`src/pkg/sfpf_map.vh`:
```
// constants for the serial flash protection and framing front end
`ifndef SFPF_MAP_VH
`define SFPF_MAP_VH
`define SFPF_ADDR_W 20
`define SFPF_ARRAY_TOP 20'hfffff
`define SFPF_BLOCK_SHIFT 16
`define SFPF_SECTOR_SHIFT 12
`define SFPF_OP_WREN 8'h06
`define SFPF_OP_WRDI 8'h04
`define SFPF_OP_RDSR1 8'h05
`define SFPF_OP_RDSR2 8'h35
`define SFPF_OP_WRSR1 8'h01
`define SFPF_OP_WRSR2 8'h31
`define SFPF_OP_PP 8'h02
`define SFPF_OP_QPP 8'h32
`define SFPF_OP_SE 8'h20
`define SFPF_OP_BE32 8'h52
`define SFPF_OP_BE64 8'hd8
`define SFPF_OP_CE1 8'hc7
`define SFPF_OP_CE2 8'h60
`define SFPF_OP_RDID_S 8'hab
`define SFPF_OP_MDID 8'h90
`define SFPF_OP_MDID2 8'h92
`define SFPF_OP_MDID4 8'h94
`define SFPF_OP_JEDEC 8'h9f
`define SFPF_SIZE_SE 20'h00fff
`define SFPF_SIZE_BE32 20'h07fff
`define SFPF_SIZE_BE64 20'h0ffff
`define SFPF_SIZE_PAGE 20'h000ff
`define SFPF_ID_HDR_BYTES 3'd3
`define SFPF_BUSY_CYCLES 16'd2000
`endif

```
`src/sfpf_protect_decode.v`:
```
// decodes the status protection bits into a protected address range
`timescale 1ns/1ps
`include "sfpf_map.vh"
module sfpf_protect_decode (
    input wire i_complement_protect,
    input wire i_sector_granularity,
    input wire i_bottom_select,
    input wire [2:0] i_protect_level,
    output reg o_any,
    output reg o_all,
    output reg [19:0] o_lo,
    output reg [19:0] o_hi
);
    reg [19:0] size;
    reg none_base;
    reg all_base;
    reg [19:0] blo;
    reg [19:0] bhi;
    // base region, then complement inverts it
    always @* begin
        size = 20'h00000;
        none_base = (i_protect_level == 3'd0);
        all_base = (i_protect_level[2:1] == 2'b11) ||
                   (i_protect_level == 3'd5 && !i_sector_granularity);
        if (i_sector_granularity) begin
            // 10x gives 32KB regardless of the low bit
            case (i_protect_level)
                3'd1: size = 20'h01000;
                3'd2: size = 20'h02000;
                3'd3: size = 20'h04000;
                default: size = 20'h08000;
            endcase
        end else begin
            // block granularity
            case (i_protect_level)
                3'd1: size = 20'h10000;
                3'd2: size = 20'h20000;
                3'd3: size = 20'h40000;
                default: size = 20'h80000;
            endcase
        end
        if (i_bottom_select) begin
            blo = 20'h00000;
            bhi = size - 20'h00001;
        end else begin
            blo = `SFPF_ARRAY_TOP - size + 20'h00001;
            bhi = `SFPF_ARRAY_TOP;
        end
        o_lo = blo;
        o_hi = bhi;
        if (!i_complement_protect) begin
            o_any = !none_base;
            o_all = all_base;
        end else begin
            // complement of the base region
            o_any = !all_base;
            o_all = none_base;
            if (i_bottom_select) begin
                o_lo = size;
                o_hi = `SFPF_ARRAY_TOP;
            end else begin
                o_lo = 20'h00000;
                o_hi = `SFPF_ARRAY_TOP - size;
            end
        end
        if (o_all) begin
            o_lo = 20'h00000;
            o_hi = `SFPF_ARRAY_TOP;
        end
    end
endmodule // sfpf_protect_decode

```
`src/sfpf_sync.v`:
```
// two-stage synchroniser for pin inputs
`timescale 1ns/1ps
module sfpf_sync #(
    parameter W = 1,
    parameter [W-1:0] INIT = {W{1'b0}}
) (
    input wire i_clk_sys,
    input wire i_arst_n,
    input wire [W-1:0] i_d,
    output reg [W-1:0] o_q
);
    reg [W-1:0] meta;
    // first stage read only by the second
    always @(posedge i_clk_sys or negedge i_arst_n) begin
        if (!i_arst_n) begin
            meta <= INIT;
            o_q <= INIT;
        end else begin
            meta <= i_d;
            o_q <= meta;
        end
    end
endmodule // sfpf_sync

```
`src/sfpf_front.v`:
```
// serial flash front end: instruction framing, protection check, id reads
`timescale 1ns/1ps
`include "sfpf_map.vh"
module sfpf_front #(
    parameter [7:0] MAKER_CODE = 8'h5a, // arbitrary value
    parameter [7:0] NARROW_PART_CODE = 8'h3c, // arbitrary value
    parameter [15:0] WIDE_PART_CODE = 16'h6b2d, // arbitrary value
    parameter [15:0] BUSY_CYCLES = `SFPF_BUSY_CYCLES
) (
    input wire i_clk_sys,
    input wire i_arst_n,
    input wire i_cs_n,
    input wire i_sclk,
    input wire [3:0] i_dq,
    input wire i_four_line_command_mode,
    input wire i_complement_protect,
    input wire i_sector_granularity,
    input wire i_bottom_select,
    input wire i_protect_level_msb,
    input wire i_protect_level_mid,
    input wire i_protect_level_lsb,
    input wire i_op_fail,
    output reg [3:0] o_dq,
    output reg [3:0] o_dq_oe,
    output reg o_busy,
    output reg o_write_enable_latch,
    output reg o_fail_flag,
    output reg o_exec_strobe,
    output reg [7:0] o_exec_opcode,
    output reg [19:0] o_exec_addr,
    output reg o_reject_protect,
    output reg o_reject_frame
);
    wire cs_n_s;
    wire sclk_s;
    wire [3:0] dq_s;
    wire p_any;
    wire p_all;
    wire [19:0] p_lo;
    wire [19:0] p_hi;
    reg sclk_d;
    reg cs_d;
    reg [7:0] shreg;
    reg [2:0] bitcnt;
    reg [3:0] bytecnt;
    reg [7:0] opcode;
    reg [23:0] addr;
    reg [15:0] busy_cnt;
    reg [7:0] out_byte;
    reg out_go;
    reg out_active;
    reg frame_open;
    reg [7:0] next_byte;
    reg [19:0] t_lo;
    reg [19:0] t_hi;
    reg t_whole;
    reg t_is_write;
    reg t_is_array;
    reg hit;
    wire rise;
    wire fall;
    wire cs_rise;
    wire cs_fall;
    wire [7:0] shift_in;
    wire [2:0] bits_per_clk_m1;

    sfpf_sync #(.W(1), .INIT(1'b1)) u_cs (
        .i_clk_sys(i_clk_sys),
        .i_arst_n(i_arst_n),
        .i_d(i_cs_n),
        .o_q(cs_n_s)
    );
    sfpf_sync #(.W(5), .INIT(5'h00)) u_pins (
        .i_clk_sys(i_clk_sys),
        .i_arst_n(i_arst_n),
        .i_d({i_sclk, i_dq}),
        .o_q({sclk_s, dq_s})
    );
    sfpf_protect_decode u_dec (
        .i_complement_protect(i_complement_protect),
        .i_sector_granularity(i_sector_granularity),
        .i_bottom_select(i_bottom_select),
        .i_protect_level({i_protect_level_msb, i_protect_level_mid, i_protect_level_lsb}),
        .o_any(p_any),
        .o_all(p_all),
        .o_lo(p_lo),
        .o_hi(p_hi)
    );

    // edge detection on synchronised pins
    assign rise = sclk_s && !sclk_d;
    assign fall = !sclk_s && sclk_d;
    assign cs_rise = cs_n_s && !cs_d;
    assign cs_fall = !cs_n_s && cs_d;
    // single line takes one bit, four-line one nibble, msb first
    assign shift_in = i_four_line_command_mode ? {shreg[3:0], dq_s} : {shreg[6:0], dq_s[0]};
    assign bits_per_clk_m1 = i_four_line_command_mode ? 3'd1 : 3'd7;

    // classify the completed instruction and its target range
    always @* begin
        t_is_write = 1'b0;
        t_is_array = 1'b0;
        t_whole = 1'b0;
        t_lo = addr[19:0];
        t_hi = addr[19:0];
        case (opcode)
            `SFPF_OP_WREN, `SFPF_OP_WRDI, `SFPF_OP_WRSR1, `SFPF_OP_WRSR2: begin
                t_is_write = 1'b1;
            end
            `SFPF_OP_PP, `SFPF_OP_QPP: begin
                t_is_write = 1'b1;
                t_is_array = 1'b1;
                t_lo = {addr[19:8], 8'h00};
                t_hi = {addr[19:8], 8'h00} | `SFPF_SIZE_PAGE;
            end
            `SFPF_OP_SE: begin
                t_is_write = 1'b1;
                t_is_array = 1'b1;
                t_lo = addr[19:0] & ~`SFPF_SIZE_SE;
                t_hi = addr[19:0] | `SFPF_SIZE_SE;
            end
            `SFPF_OP_BE32: begin
                t_is_write = 1'b1;
                t_is_array = 1'b1;
                t_lo = addr[19:0] & ~`SFPF_SIZE_BE32;
                t_hi = addr[19:0] | `SFPF_SIZE_BE32;
            end
            `SFPF_OP_BE64: begin
                t_is_write = 1'b1;
                t_is_array = 1'b1;
                t_lo = addr[19:0] & ~`SFPF_SIZE_BE64;
                t_hi = addr[19:0] | `SFPF_SIZE_BE64;
            end
            `SFPF_OP_CE1, `SFPF_OP_CE2: begin
                t_is_write = 1'b1;
                t_is_array = 1'b1;
                t_whole = 1'b1;
            end
            default: begin
                t_is_write = 1'b0;
            end
        endcase
        // overlap of every touched address with the protected range
        if (!p_any) begin
            hit = 1'b0;
        end else if (t_whole) begin
            hit = 1'b1;
        end else begin
            hit = (t_lo <= p_hi) && (t_hi >= p_lo);
        end
    end

    // identification or status byte for the current output position
    always @* begin
        next_byte = 8'h00;
        case (opcode)
            `SFPF_OP_RDID_S: begin
                next_byte = NARROW_PART_CODE;
            end
            `SFPF_OP_MDID, `SFPF_OP_MDID2, `SFPF_OP_MDID4: begin
                next_byte = bytecnt[0] ? NARROW_PART_CODE : MAKER_CODE;
            end
            `SFPF_OP_JEDEC: begin
                case (bytecnt)
                    4'd1: next_byte = MAKER_CODE;
                    4'd2: next_byte = WIDE_PART_CODE[15:8];
                    default: next_byte = WIDE_PART_CODE[7:0];
                endcase
            end
            `SFPF_OP_RDSR1: begin
                next_byte = {6'h00, o_write_enable_latch, o_busy};
            end
            default: begin
                next_byte = 8'h00;
            end
        endcase
    end

    // an answer byte may begin at each byte boundary of an id or status read;
    // a busy device answers only the status read
    always @* begin
        out_go = 1'b0;
        if (bitcnt == 3'd0 && bytecnt != 4'd0) begin
            case (opcode)
                `SFPF_OP_RDSR1: begin
                    out_go = 1'b1;
                end
                `SFPF_OP_JEDEC: begin
                    out_go = !o_busy;
                end
                `SFPF_OP_RDID_S, `SFPF_OP_MDID, `SFPF_OP_MDID2, `SFPF_OP_MDID4: begin
                    out_go = !o_busy && (bytecnt >= 4'd4); // three dummy bytes first
                end
                default: begin
                    out_go = 1'b0;
                end
            endcase
        end
    end

    // framing, shifting, command completion
    always @(posedge i_clk_sys or negedge i_arst_n) begin
        if (!i_arst_n) begin
            sclk_d <= 1'b0;
            cs_d <= 1'b1;
            shreg <= 8'h00;
            bitcnt <= 3'd0;
            bytecnt <= 4'd0;
            opcode <= 8'h00;
            addr <= 24'h000000;
            busy_cnt <= 16'h0000;
            out_byte <= 8'h00;
            out_active <= 1'b0;
            frame_open <= 1'b0;
            o_dq <= 4'h0;
            o_dq_oe <= 4'h0;
            o_busy <= 1'b0;
            o_write_enable_latch <= 1'b0;
            o_fail_flag <= 1'b0;
            o_exec_strobe <= 1'b0;
            o_exec_opcode <= 8'h00;
            o_exec_addr <= 20'h00000;
            o_reject_protect <= 1'b0;
            o_reject_frame <= 1'b0;
        end else begin
            sclk_d <= sclk_s;
            cs_d <= cs_n_s;
            o_exec_strobe <= 1'b0;
            o_reject_protect <= 1'b0;
            o_reject_frame <= 1'b0;
            // busy timer for program, erase and status writes
            if (o_busy) begin
                if (busy_cnt == 16'h0000) begin
                    o_busy <= 1'b0;
                    if (i_op_fail) begin
                        o_fail_flag <= 1'b1; // genuine failure only
                    end
                end else begin
                    busy_cnt <= busy_cnt - 16'h0001;
                end
            end
            if (cs_fall) begin
                // new instruction
                frame_open <= 1'b1;
                bitcnt <= 3'd0;
                bytecnt <= 4'd0;
                shreg <= 8'h00;
                out_active <= 1'b0;
            end else if (cs_rise) begin
                // instruction ends; reads just stop here
                frame_open <= 1'b0;
                out_active <= 1'b0;
                o_dq_oe <= 4'h0;
                if (t_is_write && !o_busy && bytecnt != 4'd0) begin
                    if (bitcnt != 3'd0) begin
                        o_reject_frame <= 1'b1;
                    end else if (opcode == `SFPF_OP_WREN) begin
                        o_write_enable_latch <= 1'b1;
                        o_fail_flag <= 1'b0;
                    end else if (opcode == `SFPF_OP_WRDI) begin
                        o_write_enable_latch <= 1'b0;
                    end else if (o_write_enable_latch) begin
                        o_write_enable_latch <= 1'b0;
                        if (t_is_array && hit) begin
                            o_reject_protect <= 1'b1; // array left alone
                        end else begin
                            o_exec_strobe <= 1'b1;
                            o_exec_opcode <= opcode;
                            o_exec_addr <= addr[19:0];
                            o_busy <= 1'b1;
                            busy_cnt <= BUSY_CYCLES;
                        end
                    end
                end
            end else if (frame_open && !cs_n_s) begin
                if (rise) begin
                    // sample on rising edge
                    shreg <= shift_in;
                    if (bitcnt == bits_per_clk_m1) begin
                        bitcnt <= 3'd0;
                        if (bytecnt != 4'hf) begin
                            bytecnt <= bytecnt + 4'd1;
                        end
                        if (bytecnt == 4'd0) begin
                            opcode <= shift_in; // first byte is the opcode
                        end else if (bytecnt <= 4'd3) begin
                            addr <= {addr[15:0], shift_in};
                        end
                    end else begin
                        bitcnt <= bitcnt + 3'd1;
                    end
                end
                // latch the answer byte at its boundary
                if (fall && out_go) begin
                    out_active <= 1'b1;
                    out_byte <= next_byte;
                end
                // the top bit or nibble leaves on the very fall that starts the byte,
                // so the host already finds it at its next rising edge
                if (fall && (out_active || out_go)) begin
                    // shift answer out on falling edges, msb first
                    if (i_four_line_command_mode) begin
                        o_dq <= (bitcnt == 3'd0) ? next_byte[7:4] : out_byte[3:0];
                        o_dq_oe <= 4'hf;
                    end else begin
                        o_dq <= {2'b00, ((bitcnt == 3'd0) ? next_byte[7] : out_byte[7 - bitcnt]),
                                 1'b0};
                        o_dq_oe <= 4'h2;
                    end
                end else if (fall && bitcnt == 3'd0 && bytecnt != 4'd0 && !out_active) begin
                    o_dq_oe <= 4'h0;
                end
            end
        end
    end
endmodule // sfpf_front

```
`config.mk`:
```
export PLATFORM = sky130hd
export DESIGN_NAME = sfpf_front
export DESIGN_NICKNAME = d
export VERILOG_FILES = /design/src/sfpf_protect_decode.v /design/src/sfpf_sync.v /design/src/sfpf_front.v
export VERILOG_INCLUDE_DIRS = /design/src /design/src/pkg
export SDC_FILE = /design/constraint.sdc
export NUM_CORES = 1
export LEC_CHECK = 0
export BUFFER_PORTS_ARGS = -buffer_cell sky130_fd_sc_hd__clkbuf_2
export CORE_MARGIN = 2
export CORE_UTILIZATION = 66
export CTS_CLUSTER_SIZE = 14
export DETAILED_ROUTE_END_ITERATION = 8
export PLACE_DENSITY_LB_ADDON = 0.25
export SYNTH_ARGS = -nofsm -noshare
export SYNTH_HDL_FRONTEND = slang
export SYNTH_HIERARCHICAL = 1
export SYNTH_SLANG_ARGS = --single-unit
```
`constraint.sdc`:
```
create_clock -name i_clk_sys -period 8.4 [get_ports i_clk_sys]
set_clock_uncertainty 0.1 [all_clocks]
set_input_delay 2.1 -clock i_clk_sys [delete_from_list [all_inputs] [get_ports i_clk_sys]]
set_output_delay 2.1 -clock i_clk_sys [all_outputs]
set_load 0.005 [all_outputs]
```
==> reports/qor.csv <==
metric;value;unit
largest net degree at the start of global routing;65;
final core occ;76.0;%
Worst EP arrival;6.37;ns
antenna violations before repair;0;
RSZ-0062 raised after global routing;no;
register bit total from synthesis;121;
Syn-to-layout area delta;11.7;%
Mapped Avg Cell Area;9.95;µm²
CP Launch Type;input pin;
Setup Buffers After CTS;0;
critical path class;in2reg;
cell with the most instances after synthesis;dfrtp_1;
routed len/inst;18.1;µm
Avg Vias per Cell;5.98;
vias in the first global route;5759;
Hold Fails Final Rpt;0;
Chip Height;110;µm
Worst-Margin Slew;0.795;ns
Final GP Congestion;0.923;
CTS Sinks;121;
status;finished clean;
Clock Latency Late Sink;0.42;ns
layout cells sized above 1;20.5;%
DRT Pass-1 Iters;5;
layout net count;865;
I/O Pins;58;
worst reg-to-reg path cell count;13;
asr flop ratio synth;100;%
CP Data Required Time;8.61;ns
H-Tree Depth;4;
R2R Setup Slk;3.36;ns
CTS tree;built;
Synth top cells by count;118 x dfrtp_1, 56 x inv_1, 54 x nand2_1, 52 x ha_1, 49 x a21oi_1;
LEAKAGE;4.19;nW
post-DP HPWL;11900;µm
pre-CTS setup slack;1.85;ns
final wirelength;17200;µm
dpl cell area;7670;µm²
hold path depth;0;
CORE AREA;10900;µm²
Antenna Cells;0;
first-pass GRT wire length;27900;µm
Max Fclk;0.162;GHz
DR iter-0 viols;323;
antenna-violating nets left;0;
die width;110;µm
Vias;5679;
I/O Buffers;57;
Starting Density;68.0;%
PwrDens;189;nW/µm²
largest area contributor in the netlist;dfrtp_1;
number of synthesized flops with an enable pin;0;
synth top area cells;dfrtp_1 40%, ha_1 8.7%, mux2_4 4.4%;
Die ar.;12100;µm²
Inst Count DP;918;
Seq/Total Area, Yosys;40.8;%
fin crit share;73.4;%
GRT Total Usage;30.4;%
Clock Pin Slew Worst Setup and Hold Paths;0.06;ns
top-area cell type share of the netlist area;39.7;%
Yosys warnings;6;
gr ovfl total;0;
number of remaining DRC errors;0;
root buffer cell;clkbuf_16;
Peak VDD IR;0.000198;V
Final Max Slew Viols;0;
Cell Area, Synth;7440;µm²
Top FF cell, synth;dfrtp_1;
worst hold-check path type;reg2reg;
Final Setup Violations;0;
# hold bufs at CTS;0;
endpoint class of the critical path;flip-flop;
minimum clock period;6.16;ns
Hold WS;0.249;ns
Post-CTS Resized;0;
crit-path max FO;36;
Clock Path Buffers;2;
Slew headroom;47.0;%
Max-Cap Viols;0;
setup TNS;0;ns
total CTS buffers;17;
total power;1.57;mW
synthesized instance count;748;
Setup WS post-layout;2.24;ns
fin area;8310;µm²
fin cells;950;
std cell rows;38;
distinct cell type count after synthesis;76;
state kept, by name, summed over array words and instances, names as in the netlist, 2 cells and up:
register and flops:
busy_cnt 16, o_dq 4, o_exec_opcode 8, u_pins/meta 5, bitcnt 3, o_dq_oe 2
opcode 8, u_pins/o_q 5, out_byte 7, o_exec_addr 20, bytecnt 4, addr 20
shreg 7
worst paths after layout:
check,start,endpoint
hold reg to reg,u_pins/meta[3],u_pins/o_q[3]
setup reg to reg,opcode[7],o_exec_addr[4]
setup / recovery,i_protect_level_lsb,o_exec_addr[4]
max in group asynchronous,i_arst_n,o_exec_opcode[1]
hold / removal,u_pins/meta[3],u_pins/o_q[3]
min in group asynchronous,i_arst_n,o_exec_addr[15]
metal layers:
layer  vias to the layer above  track usage [%]  share of wire, %
li1                       2692                -                 -
met1                      2794             35.8                41
met2                       153             55.0                53
met3                        40             6.47               4.1
met4                         0             10.6               2.1
met5                         -                0                 0
layout make-up:
cell class,count,area [µm²]
multi-input combinational,539,3930
timing repair buffer,61,318
clock buffer,18,429
fill,739,2620
clock inverter,14,210
tap,140,175
inverter,57,214
sequential,121,3030
cell families (layout without fill, tap and decap cells):
family	Yosys count	count (layout)	synth area share, %
and+or+nand+nor	240	240	18.1
AOI/OAI and AO/OA	150	150	13.0
muxes	59	59	10.0
xor gates and xnor gates	14	14	1.65
adders and majority gates	52	52	8.75
other	2	24	0.101
DFF	121	121	40.8
buffers and inverters	110	150	7.60
power breakdown:
group          total [mW]  switching (mW)  internal, mW
registers           0.622          0.0225         0.599
clock network       0.789           0.285         0.504
logic               0.162           0.104        0.0580
total                1.57           0.411          1.16
worst max-delay path, stage by stage:
cell	delay [ns]
clkbuf_2	0.21
nor2b_1	0.33
nand2_1	0.16
ha_1	0.29
xnor2_1	0.15
a32oi_1	0.19
inv_1	0.06
ha_1	0.30
a21o_1	0.19
a221o_1	0.34
a221o_1	0.35
nor3_1	0.29
o2111ai_2	0.37
nand2_4	0.62
mux2_2	0.42
placed cells by master (no fill, tap or decap), types with 6 or more instances in the layout:
master,instances
dfrtp_1,118
inv_1,56
clkbuf_2,56
nand2_1,54
ha_1,52
a21oi_1,49
nor2_1,45
o21ai_0,32
mux2_2,26
conb_1,24
mux2_4,22
and2_1,19
nand2b_1,18
nand3_1,18
clkbuf_16,17
nor2b_1,14
nor3_1,14
xnor2_1,12
mux2i_1,10
o21ai_1,8
o211ai_1,7
nand4_1,7
a211oi_1,7
a21o_1,6
nor3b_1,6
(Power assumes the default switching activity.)
